==> src/rtl/hicq_pkg.sv <==
// Constants shared by the host interrupt and command queue block.
// Assumes a 32-bit AXI4-Lite register bus with byte addresses in the low 8 bits.
package hicq_pkg;
  // ---------------------------------------------------------------
  // Register byte offsets
  // ---------------------------------------------------------------
  localparam logic [7:0] ADDR_FLAGS   = 8'h00;  // Event flags, clear on read
  localparam logic [7:0] ADDR_MASK    = 8'h04;  // Per-flag enable mask
  localparam logic [7:0] ADDR_INT_EN  = 8'h08;  // Global pin enable
  localparam logic [7:0] ADDR_PIN_CTL = 8'h0C;  // Extended pin control
  localparam logic [7:0] ADDR_WR_PTR  = 8'h10;  // Queue write pointer, host owned
  localparam logic [7:0] ADDR_RD_PTR  = 8'h14;  // Queue read pointer, read only
  localparam logic [7:0] ADDR_FILL    = 8'h18;  // Queue fill level, read only

  // ---------------------------------------------------------------
  // Field positions and widths
  // ---------------------------------------------------------------
  localparam int FLAG_W             = 8;   // Number of event flags
  localparam int BIT_PANEL_SAMPLE   = 7;   // Touch conversions completed
  localparam int BIT_QUEUE_MARKER   = 6;   // Command queue marker
  localparam int BIT_QUEUE_DRAINED  = 5;   // Command queue empty
  localparam int BIT_PLAYBACK_END   = 4;   // Audio sample playback ended
  localparam int BIT_SOUND_END      = 3;   // Sound effect ended
  localparam int BIT_TAG_CHANGE     = 2;   // Touch tag value changed
  localparam int BIT_TOUCH          = 1;   // Touch detected
  localparam int BIT_SWAP           = 0;   // Display list swap
  localparam int PIN_PUSH_PULL_BIT  = 0;   // Pin control: 1 selects push-pull
  localparam int QUEUE_BYTES        = 4096; // Command queue size, 4 Kbyte
  localparam int PTR_W              = 12;  // Byte pointer width into queue

  // ---------------------------------------------------------------
  // Reset values
  // ---------------------------------------------------------------
  localparam logic [7:0]  RST_FLAGS   = 8'h00;
  localparam logic [7:0]  RST_MASK    = 8'hFF;
  localparam logic        RST_INT_EN  = 1'h0;
  localparam logic        RST_PUSH_PULL = 1'h0;  // Open-drain after reset
  localparam logic [11:0] RST_PTR     = 12'h000;

  // ---------------------------------------------------------------
  // Bus responses
  // ---------------------------------------------------------------
  localparam logic [1:0] RESP_OKAY   = 2'h0;
  localparam logic [1:0] RESP_SLVERR = 2'h2;
endpackage : hicq_pkg

==> src/rtl/hicq_flag_bank.sv <==
// Bank of sticky event flags, set by pulses, cleared as a group.
// Assumes set pulses and the clear strobe are synchronous to clock.
`timescale 1ns/100ps
module hicq_flag_bank
#(
  parameter int WIDTH = 8                  // Number of flags
)
(
  input  wire logic             clock,     // System clock
  input  wire logic             rst,       // Synchronous reset, active high
  input  wire logic [WIDTH-1:0] setPulse,  // One-cycle event per flag
  input  wire logic             clearAll,  // Host read strobe
  output logic      [WIDTH-1:0] flags      // Current flag state
);
  // ---------------------------------------------------------------
  // Per-flag storage
  // ---------------------------------------------------------------
  genvar i;
  generate
    for (i = 0; i < WIDTH; i++)
    begin : g_flag
      logic flag_ff;      // Stored flag
      logic nxt_flag_ff;  // Next flag value

      // Set beats clear so a coincident event is kept
      always_comb
      begin
        nxt_flag_ff = flag_ff;
        if (clearAll)
          nxt_flag_ff = 1'b0;
        if (setPulse[i])
          nxt_flag_ff = 1'b1;
      end

      // Register the flag
      always_ff @(posedge clock)
      begin
        if (rst)
          flag_ff <= 1'b0;
        else
          flag_ff <= nxt_flag_ff;
      end

      assign flags[i] = flag_ff;
    end
  endgenerate
endmodule : hicq_flag_bank

==> src/rtl/hicq_irq_ctrl.sv <==
// Host interrupt controller and command queue pointers with AXI4-Lite registers.
// Assumes one clock, synchronous reset, and an external pull-up on the interrupt pin.
//
// Contract
// Enable low leaves interrupt pin undriven
// Enable high drives pin low on masked flag
// Mask bit one lets its flag through
// Each source sets its flag regardless
// Flag read returns flags then clears them
// Open-drain after reset, pin control selects push-pull
// Bits 7..4: sample, marker, drained, playback
// Bits 3..0: sound, tag, touch, swap
// Command queue is a 4 Kbyte buffer
// Host advances write pointer after writing commands
// Engine advances read pointer after execution
// Drained flag on pointers equal, flags sticky
`timescale 1ns/100ps
module hicq_irq_ctrl
#(
  parameter int ADDR_W = 8                      // Bus address width
)
(
  input  wire logic              clock,               // 25 MHz system clock
  input  wire logic              rst,                 // Synchronous reset, active high
  // AXI4-Lite slave
  input  wire logic [ADDR_W-1:0] s_axi_awaddr,
  input  wire logic              s_axi_awvalid,
  output logic                   s_axi_awready,
  input  wire logic [31:0]       s_axi_wdata,
  input  wire logic [3:0]        s_axi_wstrb,
  input  wire logic              s_axi_wvalid,
  output logic                   s_axi_wready,
  output logic [1:0]             s_axi_bresp,
  output logic                   s_axi_bvalid,
  input  wire logic              s_axi_bready,
  input  wire logic [ADDR_W-1:0] s_axi_araddr,
  input  wire logic              s_axi_arvalid,
  output logic                   s_axi_arready,
  output logic [31:0]            s_axi_rdata,
  output logic [1:0]             s_axi_rresp,
  output logic                   s_axi_rvalid,
  input  wire logic              s_axi_rready,
  // Event sources, one-cycle pulses
  input  wire logic              panelSampleDone,     // Touch conversions completed
  input  wire logic              instrQueueMarker,    // Command queue marker event
  input  wire logic              playbackEnd,         // Audio playback ended
  input  wire logic              soundEnd,            // Sound effect ended
  input  wire logic              tagChange,           // Touch tag changed
  input  wire logic              touchDetect,         // Touch detected
  input  wire logic              listSwap,            // Display list swap
  // Graphics engine side of the queue
  input  wire logic              cmdDoneValid,        // Engine finished commands
  input  wire logic [11:0]       cmdDoneBytes,        // Bytes retired
  output logic [11:0]            cmdWritePtr,         // Host write pointer
  output logic [11:0]            cmdReadPtr,          // Engine read pointer
  output logic                   cmdPending,          // Queue holds commands
  // Interrupt pin, active low
  output logic                   intPinOut,           // Driven level
  output logic                   intPinOeN            // Low while driving
);
  // ---------------------------------------------------------------
  // Declarations
  // ---------------------------------------------------------------
  logic [ADDR_W-1:0] awAddr_ff, nxt_awAddr_ff;   // Captured write address
  logic              awHave_ff, nxt_awHave_ff;   // Address held
  logic [31:0]       wData_ff, nxt_wData_ff;     // Captured write data
  logic [3:0]        wStrb_ff, nxt_wStrb_ff;     // Captured strobes
  logic              wHave_ff, nxt_wHave_ff;     // Data held
  logic              bValid_ff, nxt_bValid_ff;   // Write response pending
  logic [1:0]        bResp_ff, nxt_bResp_ff;     // Write response code
  logic              rValid_ff, nxt_rValid_ff;   // Read data pending
  logic [31:0]       rData_ff, nxt_rData_ff;     // Read data
  logic [1:0]        rResp_ff, nxt_rResp_ff;     // Read response code
  logic [7:0]        mask_ff, nxt_mask_ff;       // Interrupt mask
  logic              intEn_ff, nxt_intEn_ff;     // Global pin enable
  logic              pushPull_ff, nxt_pushPull_ff; // Pin drive mode
  logic [11:0]       wrPtr_ff, nxt_wrPtr_ff;     // Queue write pointer
  logic [11:0]       rdPtr_ff, nxt_rdPtr_ff;     // Queue read pointer
  logic              wasEmpty_ff, nxt_wasEmpty_ff; // Empty last cycle
  logic              pinOut_ff, nxt_pinOut_ff;   // Pin level
  logic              pinOeN_ff, nxt_pinOeN_ff;   // Pin enable, low drives
  logic              doWrite;                    // Address and data both held
  logic              arTake;                     // Read address taken
  logic              flagClear;                  // Host read of flags
  logic [7:0]        flags;                      // Sticky flags
  logic [7:0]        setPulse;                   // Flag set vector
  logic [11:0]       fill;                       // Bytes awaiting execution
  logic [11:0]       retire;                     // Bytes actually retired
  logic              emptyNow;                   // Pointers equal
  logic              irqActive;                  // Any masked flag

  // ---------------------------------------------------------------
  // Bus handshake outputs
  // ---------------------------------------------------------------
  assign s_axi_awready = !awHave_ff && !bValid_ff;
  assign s_axi_wready  = !wHave_ff && !bValid_ff;
  assign s_axi_arready = !rValid_ff;
  assign s_axi_bvalid  = bValid_ff;
  assign s_axi_bresp   = bResp_ff;
  assign s_axi_rvalid  = rValid_ff;
  assign s_axi_rdata   = rData_ff;
  assign s_axi_rresp   = rResp_ff;
  assign doWrite       = awHave_ff && wHave_ff;
  assign arTake        = s_axi_arvalid && s_axi_arready;
  assign flagClear     = arTake && (s_axi_araddr == hicq_pkg::ADDR_FLAGS[ADDR_W-1:0]);

  // ---------------------------------------------------------------
  // Event mapping onto flag positions
  // ---------------------------------------------------------------
  // Source order fixed by bit position
  always_comb
  begin
    setPulse = '0;
    setPulse[hicq_pkg::BIT_PANEL_SAMPLE]  = panelSampleDone;
    setPulse[hicq_pkg::BIT_QUEUE_MARKER]  = instrQueueMarker;
    setPulse[hicq_pkg::BIT_QUEUE_DRAINED] = emptyNow && !wasEmpty_ff;
    setPulse[hicq_pkg::BIT_PLAYBACK_END]  = playbackEnd;
    setPulse[hicq_pkg::BIT_SOUND_END]     = soundEnd;
    setPulse[hicq_pkg::BIT_TAG_CHANGE]    = tagChange;
    setPulse[hicq_pkg::BIT_TOUCH]         = touchDetect;
    setPulse[hicq_pkg::BIT_SWAP]          = listSwap;
  end

  // Sticky flags, set wins over read clear
  hicq_flag_bank #(.WIDTH(hicq_pkg::FLAG_W)) u_flags
  (
    .clock    (clock),
    .rst      (rst),
    .setPulse (setPulse),
    .clearAll (flagClear),
    .flags    (flags)
  );

  // ---------------------------------------------------------------
  // Command queue pointers
  // ---------------------------------------------------------------
  assign fill      = wrPtr_ff - rdPtr_ff;        // Wraps modulo 4 Kbyte
  assign emptyNow  = (fill == hicq_pkg::RST_PTR);
  assign retire    = (cmdDoneBytes > fill) ? fill : cmdDoneBytes; // No overshoot
  assign cmdWritePtr = wrPtr_ff;
  assign cmdReadPtr  = rdPtr_ff;
  assign cmdPending  = !emptyNow;

  // ---------------------------------------------------------------
  // Register and bus next state
  // ---------------------------------------------------------------
  always_comb
  begin
    nxt_awAddr_ff   = awAddr_ff;
    nxt_awHave_ff   = awHave_ff;
    nxt_wData_ff    = wData_ff;
    nxt_wStrb_ff    = wStrb_ff;
    nxt_wHave_ff    = wHave_ff;
    nxt_bValid_ff   = bValid_ff;
    nxt_bResp_ff    = bResp_ff;
    nxt_rValid_ff   = rValid_ff;
    nxt_rData_ff    = rData_ff;
    nxt_rResp_ff    = rResp_ff;
    nxt_mask_ff     = mask_ff;
    nxt_intEn_ff    = intEn_ff;
    nxt_pushPull_ff = pushPull_ff;
    nxt_wrPtr_ff    = wrPtr_ff;
    nxt_rdPtr_ff    = rdPtr_ff;
    nxt_wasEmpty_ff = emptyNow;
    // Capture write address and data in either order
    if (s_axi_awvalid && s_axi_awready)
    begin
      nxt_awAddr_ff = s_axi_awaddr;
      nxt_awHave_ff = 1'b1;
    end
    if (s_axi_wvalid && s_axi_wready)
    begin
      nxt_wData_ff = s_axi_wdata;
      nxt_wStrb_ff = s_axi_wstrb;
      nxt_wHave_ff = 1'b1;
    end
    // Perform the write once both halves are held
    if (doWrite)
    begin
      nxt_awHave_ff = 1'b0;
      nxt_wHave_ff  = 1'b0;
      nxt_bValid_ff = 1'b1;
      nxt_bResp_ff  = hicq_pkg::RESP_OKAY;
      case (awAddr_ff)
        hicq_pkg::ADDR_MASK[ADDR_W-1:0]:
        begin
          if (wStrb_ff[0])
            nxt_mask_ff = wData_ff[7:0];
        end
        hicq_pkg::ADDR_INT_EN[ADDR_W-1:0]:
        begin
          if (wStrb_ff[0])
            nxt_intEn_ff = wData_ff[0];
        end
        hicq_pkg::ADDR_PIN_CTL[ADDR_W-1:0]:
        begin
          if (wStrb_ff[0])
            nxt_pushPull_ff = wData_ff[hicq_pkg::PIN_PUSH_PULL_BIT];
        end
        hicq_pkg::ADDR_WR_PTR[ADDR_W-1:0]:
        begin
          // Host publishes new commands here
          if (wStrb_ff[0])
            nxt_wrPtr_ff[7:0] = wData_ff[7:0];
          if (wStrb_ff[1])
            nxt_wrPtr_ff[11:8] = wData_ff[11:8];
        end
        hicq_pkg::ADDR_FLAGS[ADDR_W-1:0],
        hicq_pkg::ADDR_RD_PTR[ADDR_W-1:0],
        hicq_pkg::ADDR_FILL[ADDR_W-1:0]:
          nxt_bResp_ff = hicq_pkg::RESP_OKAY;  // Read-only, write ignored
        default:
          nxt_bResp_ff = hicq_pkg::RESP_SLVERR; // Unmapped
      endcase
    end
    // Release write response
    if (bValid_ff && s_axi_bready)
      nxt_bValid_ff = 1'b0;
    // Engine retires executed commands only
    if (cmdDoneValid)
      nxt_rdPtr_ff = rdPtr_ff + retire;
    // Read path
    if (rValid_ff && s_axi_rready)
      nxt_rValid_ff = 1'b0;
    if (arTake)
    begin
      nxt_rValid_ff = 1'b1;
      nxt_rResp_ff  = hicq_pkg::RESP_OKAY;
      nxt_rData_ff  = 32'h0000_0000;
      case (s_axi_araddr)
        hicq_pkg::ADDR_FLAGS[ADDR_W-1:0]:   nxt_rData_ff[7:0] = flags;
        hicq_pkg::ADDR_MASK[ADDR_W-1:0]:    nxt_rData_ff[7:0] = mask_ff;
        hicq_pkg::ADDR_INT_EN[ADDR_W-1:0]:  nxt_rData_ff[0]   = intEn_ff;
        hicq_pkg::ADDR_PIN_CTL[ADDR_W-1:0]: nxt_rData_ff[hicq_pkg::PIN_PUSH_PULL_BIT] = pushPull_ff;
        hicq_pkg::ADDR_WR_PTR[ADDR_W-1:0]:  nxt_rData_ff[11:0] = wrPtr_ff;
        hicq_pkg::ADDR_RD_PTR[ADDR_W-1:0]:  nxt_rData_ff[11:0] = rdPtr_ff;
        hicq_pkg::ADDR_FILL[ADDR_W-1:0]:    nxt_rData_ff[11:0] = fill;
        default:                            nxt_rResp_ff = hicq_pkg::RESP_SLVERR;
      endcase
    end
  end

  // ---------------------------------------------------------------
  // Interrupt pin
  // ---------------------------------------------------------------
  assign irqActive = |(flags & mask_ff);

  // Pin drive: released, open-drain or push-pull
  always_comb
  begin
    nxt_pinOut_ff = 1'b1;
    nxt_pinOeN_ff = 1'b1;                // Undriven, pull-up wins
    if (intEn_ff)
    begin
      if (irqActive)
      begin
        nxt_pinOut_ff = 1'b0;
        nxt_pinOeN_ff = 1'b0;
      end
      else if (pushPull_ff)
      begin
        nxt_pinOut_ff = 1'b1;            // Drive inactive high level
        nxt_pinOeN_ff = 1'b0;
      end
    end
  end

  assign intPinOut = pinOut_ff;
  assign intPinOeN = pinOeN_ff;

  // ---------------------------------------------------------------
  // State registers
  // ---------------------------------------------------------------
  always_ff @(posedge clock)
  begin
    if (rst)
    begin
      awAddr_ff   <= '0;
      awHave_ff   <= 1'b0;
      wData_ff    <= 32'h0000_0000;
      wStrb_ff    <= 4'h0;
      wHave_ff    <= 1'b0;
      bValid_ff   <= 1'b0;
      bResp_ff    <= hicq_pkg::RESP_OKAY;
      rValid_ff   <= 1'b0;
      rData_ff    <= 32'h0000_0000;
      rResp_ff    <= hicq_pkg::RESP_OKAY;
      mask_ff     <= hicq_pkg::RST_MASK;
      intEn_ff    <= hicq_pkg::RST_INT_EN;
      pushPull_ff <= hicq_pkg::RST_PUSH_PULL;
      wrPtr_ff    <= hicq_pkg::RST_PTR;
      rdPtr_ff    <= hicq_pkg::RST_PTR;
      wasEmpty_ff <= 1'b1;
      pinOut_ff   <= 1'b1;
      pinOeN_ff   <= 1'b1;
    end
    else
    begin
      awAddr_ff   <= nxt_awAddr_ff;
      awHave_ff   <= nxt_awHave_ff;
      wData_ff    <= nxt_wData_ff;
      wStrb_ff    <= nxt_wStrb_ff;
      wHave_ff    <= nxt_wHave_ff;
      bValid_ff   <= nxt_bValid_ff;
      bResp_ff    <= nxt_bResp_ff;
      rValid_ff   <= nxt_rValid_ff;
      rData_ff    <= nxt_rData_ff;
      rResp_ff    <= nxt_rResp_ff;
      mask_ff     <= nxt_mask_ff;
      intEn_ff    <= nxt_intEn_ff;
      pushPull_ff <= nxt_pushPull_ff;
      wrPtr_ff    <= nxt_wrPtr_ff;
      rdPtr_ff    <= nxt_rdPtr_ff;
      wasEmpty_ff <= nxt_wasEmpty_ff;
      pinOut_ff   <= nxt_pinOut_ff;
      pinOeN_ff   <= nxt_pinOeN_ff;
    end
  end
endmodule : hicq_irq_ctrl

==> config.mk <==
export PLATFORM = sky130hd
export DESIGN_NAME = hicq_irq_ctrl
export DESIGN_NICKNAME = d
export VERILOG_FILES = /design/src/rtl/hicq_pkg.sv /design/src/rtl/hicq_flag_bank.sv /design/src/rtl/hicq_irq_ctrl.sv
export SDC_FILE = /design/constraint.sdc
export NUM_CORES = 1
export LEC_CHECK = 0
export BUFFER_PORTS_ARGS = -buffer_cell sky130_fd_sc_hd__buf_2
export CORE_MARGIN = 2
export CORE_UTILIZATION = 35
export DETAILED_ROUTE_END_ITERATION = 8
export HOLD_SLACK_MARGIN = 0.05
export MAX_ROUTING_LAYER = met4
export PLACE_DENSITY_LB_ADDON = 0.2
export SLEW_MARGIN = 25
export SYNTH_ARGS = -nofsm -noshare
export SYNTH_HDL_FRONTEND = slang
export SYNTH_SLANG_ARGS = --single-unit
==> constraint.sdc <==
create_clock -name clock -period 7.6 [get_ports clock]
set_clock_uncertainty 0.2 [all_clocks]
set_input_delay 0.38 -clock clock [delete_from_list [all_inputs] [get_ports clock]]
set_output_delay 0.38 -clock clock [all_outputs]
set_load 0.01 [all_outputs]
* After elaboration in Yosys (flattened, before gate mapping)
Index checks and enable logic that the tools add are counted.
Word-level totals: register bits after elaboration 87, input port bits 79
Operators by class: add/sub/neg operators 2, $lt $le $gt $ge 1, equal/unequal tests 12, mux-type cells 20, bitwise operators 2, reduce and logical (&&, ||, !) cells 39
Operators with widths (count):
- == test 8 x 5 -> 1 bit (second input constant) | 6
- case mux 7 bit (5 select lines) | 1
- == test 8 x 4 -> 1 bit (second input constant) | 4
- nonzero test 2 bit | 9
- == test 8 x 3 -> 1 bit (second input constant) | 2
- logical NOT 8 bit | 2
- AND reduction 3 bit | 5
- 2-to-1 mux 1 bit | 14
- OR reduction 7 bit | 2
- adder 12 bit | 1
- > comparator 12 bit | 1
- logical NOT 12 bit | 1
- 2-to-1 mux 12 bit | 1
- case mux 4 bit (3 select lines) | 1
- subtractor 12 bit | 1
- logical AND 1 bit | 10
- AND 8 bit | 1
- OR reduction 8 bit | 1
- case mux 1 bit (7 select lines) | 1
- logical NOT 1 bit | 6
- OR reduction 2 bit | 3
- 2-to-1 mux 2 bit | 2
- inverter 1 bit | 1

* Depth between registers and ports, before layout
word-level depth 5, gate-level depth with buffers 34, gate-level depth less buffers 33

* Hierarchy
A second synthesis with hierarchy kept.
Second synthesis, totals: cells, all modules 680, area total of the unflattened synthesis 5392.7 um^2
Modules (own cells, without submodules):
- hicq_irq_ctrl | times used 1, cells an instance 639, area an instance 5028.6 um^2
- hicq_flag_bank | times used 1, cells an instance 41, area an instance 364.1 um^2

* Least setup slack after synthesis
No wires, ideal clock.
path kind register -> register, start point reg rdPtr_ff[0] (netlist: cmdReadPtr[0]), end point reg rdPtr_ff[10] (netlist: cmdReadPtr[10]), setup time 0.062 ns, arrival 6.019 ns, required time 7.338 ns, slack 1.320 ns, cell stages (with the launch flop) 33, buffers on the path 1, period minus slack after synthesis 6.280 ns, cells stage by stage dfxtp_1 ha_1 inv_1 fa_1 a21oi_1 o22ai_1 o21a_1 o21a_1 or3_1 and2_1 inv_1 ha_1 nand2_1 or3_1 o211ai_1 o211ai_1 mux2_4 o21ai_0 o21ai_1 buf_4 a21oi_1 ha_1 inv_1 fa_1 nor2b_1 o21ai_0 a21boi_0 o21ai_0 a21boi_0 o21a_1 o211ai_1 a2111o_1 nand3_1
Between the ends: word-level cells in the longest chain between the ends 4
Ends and longest elaborated chain:
- from (decl) | line hicq_irq_ctrl.sv:78 | logic [11:0] rdPtr_ff, nxt_rdPtr_ff;
- from (signal assigned) | line hicq_irq_ctrl.sv:292 | rdPtr_ff <= hicq_pkg::RST_PTR;
- from (signal assigned) | line hicq_irq_ctrl.sv:313 | rdPtr_ff <= nxt_rdPtr_ff;
- subtractor 12 bit | line hicq_irq_ctrl.sv:137 | assign fill = wrPtr_ff - rdPtr_ff;
- > comparator 12 bit | line hicq_irq_ctrl.sv:139 | assign retire = (cmdDoneBytes > fill) ? fill : cmdDoneBytes;
- 2-to-1 mux 12 bit | line hicq_irq_ctrl.sv:139
- adder 12 bit (*) | line hicq_irq_ctrl.sv:221 | nxt_rdPtr_ff = rdPtr_ff + retire;
Mark *: on every way between the ends. The rest lies on a longest branch, timed or not. A chain may end at the register's enable or synchronous reset.

* Final worst setup path
Same ends and word-level chain as after synthesis.

==> out/metrics.cfg <==
[setup_path]
max_stage_delay_ns = 0.44
crit_type = reg -> reg
crit_family = compound AO/OA/AOI/OAI gates
end_kind = flip-flop
cp_max_fo = 9
cp_slowest_cell = dfxtp_1
cp-start-kind = flip-flop
worst_ep_required_time_ns = 7.68
arrival_ns = 7.11
critical_path_buf_inv_count = 3

[floorplan]
std_cell_rows = 44
io_pins = 147
die_x_um = 126
core_mm2 = 0.0145
fp.dieH_um = 126
start_util = 0.358
die_area_mm2 = 0.0158

[place]
io_buffers = 102
dp_hpwl_um = 11800
gp_congestion = 0.887

[global_routing]
antenna_found_initial = 0
track_usage = 0.192
grt_pass1_vias = 4803
grt_max_degree = 89
grt_pass1_wl_um = 24100
globalRouteOverflowTotal = 0

[logic_synthesis]
yosysTopAreaCell = dfxtp_1
ys_seq_elements = 85
synth_xor_xnor_area_share = 0.0168
synth_top_family_by_area = simple AND/OR/NAND/NOR gates
synthTopCellsByArea = dfxtp_1, ha_1, mux2i_1, nor2_1, nand2_1
yosys.area_share.simple = 0.211
synthDistinctLibCells = 68
avgSynthCellArea_um2 = 8.14
synthAdderAreaFrac = 0.0866
yosysTopAreaCellShare = 0.327
synthArstFlopShare = 0
seq_area_frac_synth = 0.327
synth.most_common_cell = dfxtp_1
synth_compound_area_frac = 0.197
synth_edf_count = 0
synth.area.mux_share = 0.0801
syn_area_mm2 = 0.00520
synthTopCellsByCount = dfxtp_1, nor2_1, nand2_1
ys.warnings.count = 0
synth_cells = 639
ys.flop_type = dfxtp_1

[final_layout]
nets = 851
drive_above_1_share = 0.197
syn_to_final_growth_pct = 18.6
seq_area_mm2 = 0.00170
utilization = 0.424
num_antenna_cells = 0
multi_input_area_mm2 = 0.00316
n_fill_cell = 1502

[clock_tree]
cts_root_buf = clkbuf_16
cts.sinks = 85
htreeDepth = 3
cts_buffers = 9
clk_latency_ns = 0.34
cts.path.max_buffers = 2
cts_tree = built
path_clk_slew_ns = 0.07

[hold_path]
min_path_type = in -> reg

[sta]
worst_pin_slew_ns = 0.922
max_slew_margin = 0.383
tns_ns = 0
clock.fmax_ghz = 0.142
hold_viol = 0
fin_crit_sh = 0.925
rsz0062_at_grt = no
setup_violations = 0
hold_slack_ns = 0.0516
period_minus_slack_ns = 7.03
slew_viol_final = 0

[pwr]
ir_drop_mv = 0.112
powerDensity_mw_per_mm2 = 335
p_total_mw = 2.07
p_leak_nw = 2.75

[run]
max_cap_violations = 0

[drt]
vias = 4895
route.detailed.drc = 0
wl_um = 14900
drt-pass1-iter-count = 5
ant_nets = 0
viasPerCell = 5.28
wl_per_cell_um = 16.1
first_iter_violations = 326

[status]
outcome = finished clean

-- placed cells by master, fill, tap and decap left out, types with 6 or more instances in the layout --
| master | n |
|---|---|
| clkbuf_16 | 9 |
| nor3_1 | 17 |
| nor2b_1 | 7 |
| buf_2 | 102 |
| nand3_1 | 17 |
| conb_1 | 22 |
| inv_1 | 35 |
| ha_1 | 32 |
| dfxtp_1 | 85 |
| xnor2_1 | 7 |
| nand2b_1 | 9 |
| buf_4 | 9 |
| a21oi_1 | 53 |
| a22oi_1 | 11 |
| o211ai_1 | 14 |
| mux2_2 | 8 |
| a211oi_1 | 6 |
| nand2_1 | 73 |
| nor2_1 | 75 |
| a222oi_1 | 9 |
| o21ai_0 | 10 |
| mux2i_1 | 30 |
-- state kept, by name, indices dropped and copies added, names as in the netlist, 2 cells and up --
signal and flops:
wStrb_ff 2, cmdReadPtr 12, u_flags.g_flag.flag_ff 8, s_axi_rdata 12
wData_ff 12, cmdWritePtr 12, mask_ff 8, awAddr_ff 8
-- tightest hold or removal path, stage by stage --
cell and delay, ns:
buf_2 0.08, a21oi_1 0.03, nor2_1 0.07
-- layout make-up --
type	instances	share of cell area
clock buffers	12	0.0432
clock inverters	4	0.00893
inverters	35	0.0213
multi-input cells	492	0.513
flip-flops and latches	85	0.276
well taps	184	0.0373
repair buffers	115	0.100
-- logic make-up (layout without fill, tap and decap cells) --
group / count (synthesis) / after routing
fa+ha+maj: 35 / 35
mux: 40 / 40
buf+inv: 83 / 166
simple gates: 236 / 236
other cells: 1 / 22
flops: 85 / 85
compound gates: 149 / 149
xor+xnor: 10 / 10
-- where the power goes --
group	switching [mW]	internal, mW	total (mW)
registers	0.0391	0.481	0.521
logic	0.611	0.468	1.08
clock network	0.184	0.283	0.466
total	0.834	1.23	2.07
-- path summary, 6_finish.rpt --
| path | start | endpoint | slack [ns] | cells past startpoint |
|---|---|---|---|---|
| hold / removal | tagChange | u_flags.g_flag[2].flag_ff$_SDFFE_PP0P_ | 0.05 | 3 |
| setup reg to reg | cmdReadPtr[0]$_SDFFE_PP0P_ | cmdReadPtr[10]$_SDFFE_PP0P_ | 0.57 | 31 |
| hold reg to reg | wStrb_ff[1]$_SDFFE_PP0P_ | wStrb_ff[1]$_SDFFE_PP0P_ | 0.25 | 2 |
| setup / recovery | cmdReadPtr[0]$_SDFFE_PP0P_ | cmdReadPtr[10]$_SDFFE_PP0P_ | 0.57 | 31 |
-- metrics by stage --
step	instance area [µm²]	setup WS [ns]	std cells
after global placement	5800	0.629	907
after CTS	6160	0.357	927
final	6170	0.570	927
after global routing	6170	0.0646	927
after floorplan	5280	1.32	660
after detailed placement	5800	0.431	907
-- routing by layer --
layer	wire length, µm	global-route usage	vias up
li1	-	-	2453
met1	6970	0.244	2277
met2	6950	0.314	143
met3	689	0.0310	22
met4	285	0.0614	0
met5	0	-	-
-- what timing repair did --
action	in CTS	in global routing
endpoints found under the setup margin	0	2
buffers inserted	0	0
hold buffers	4	0
hold endpoints to repair	4	0
gates resized for setup	0	3
(Power assumes the default switching activity.)
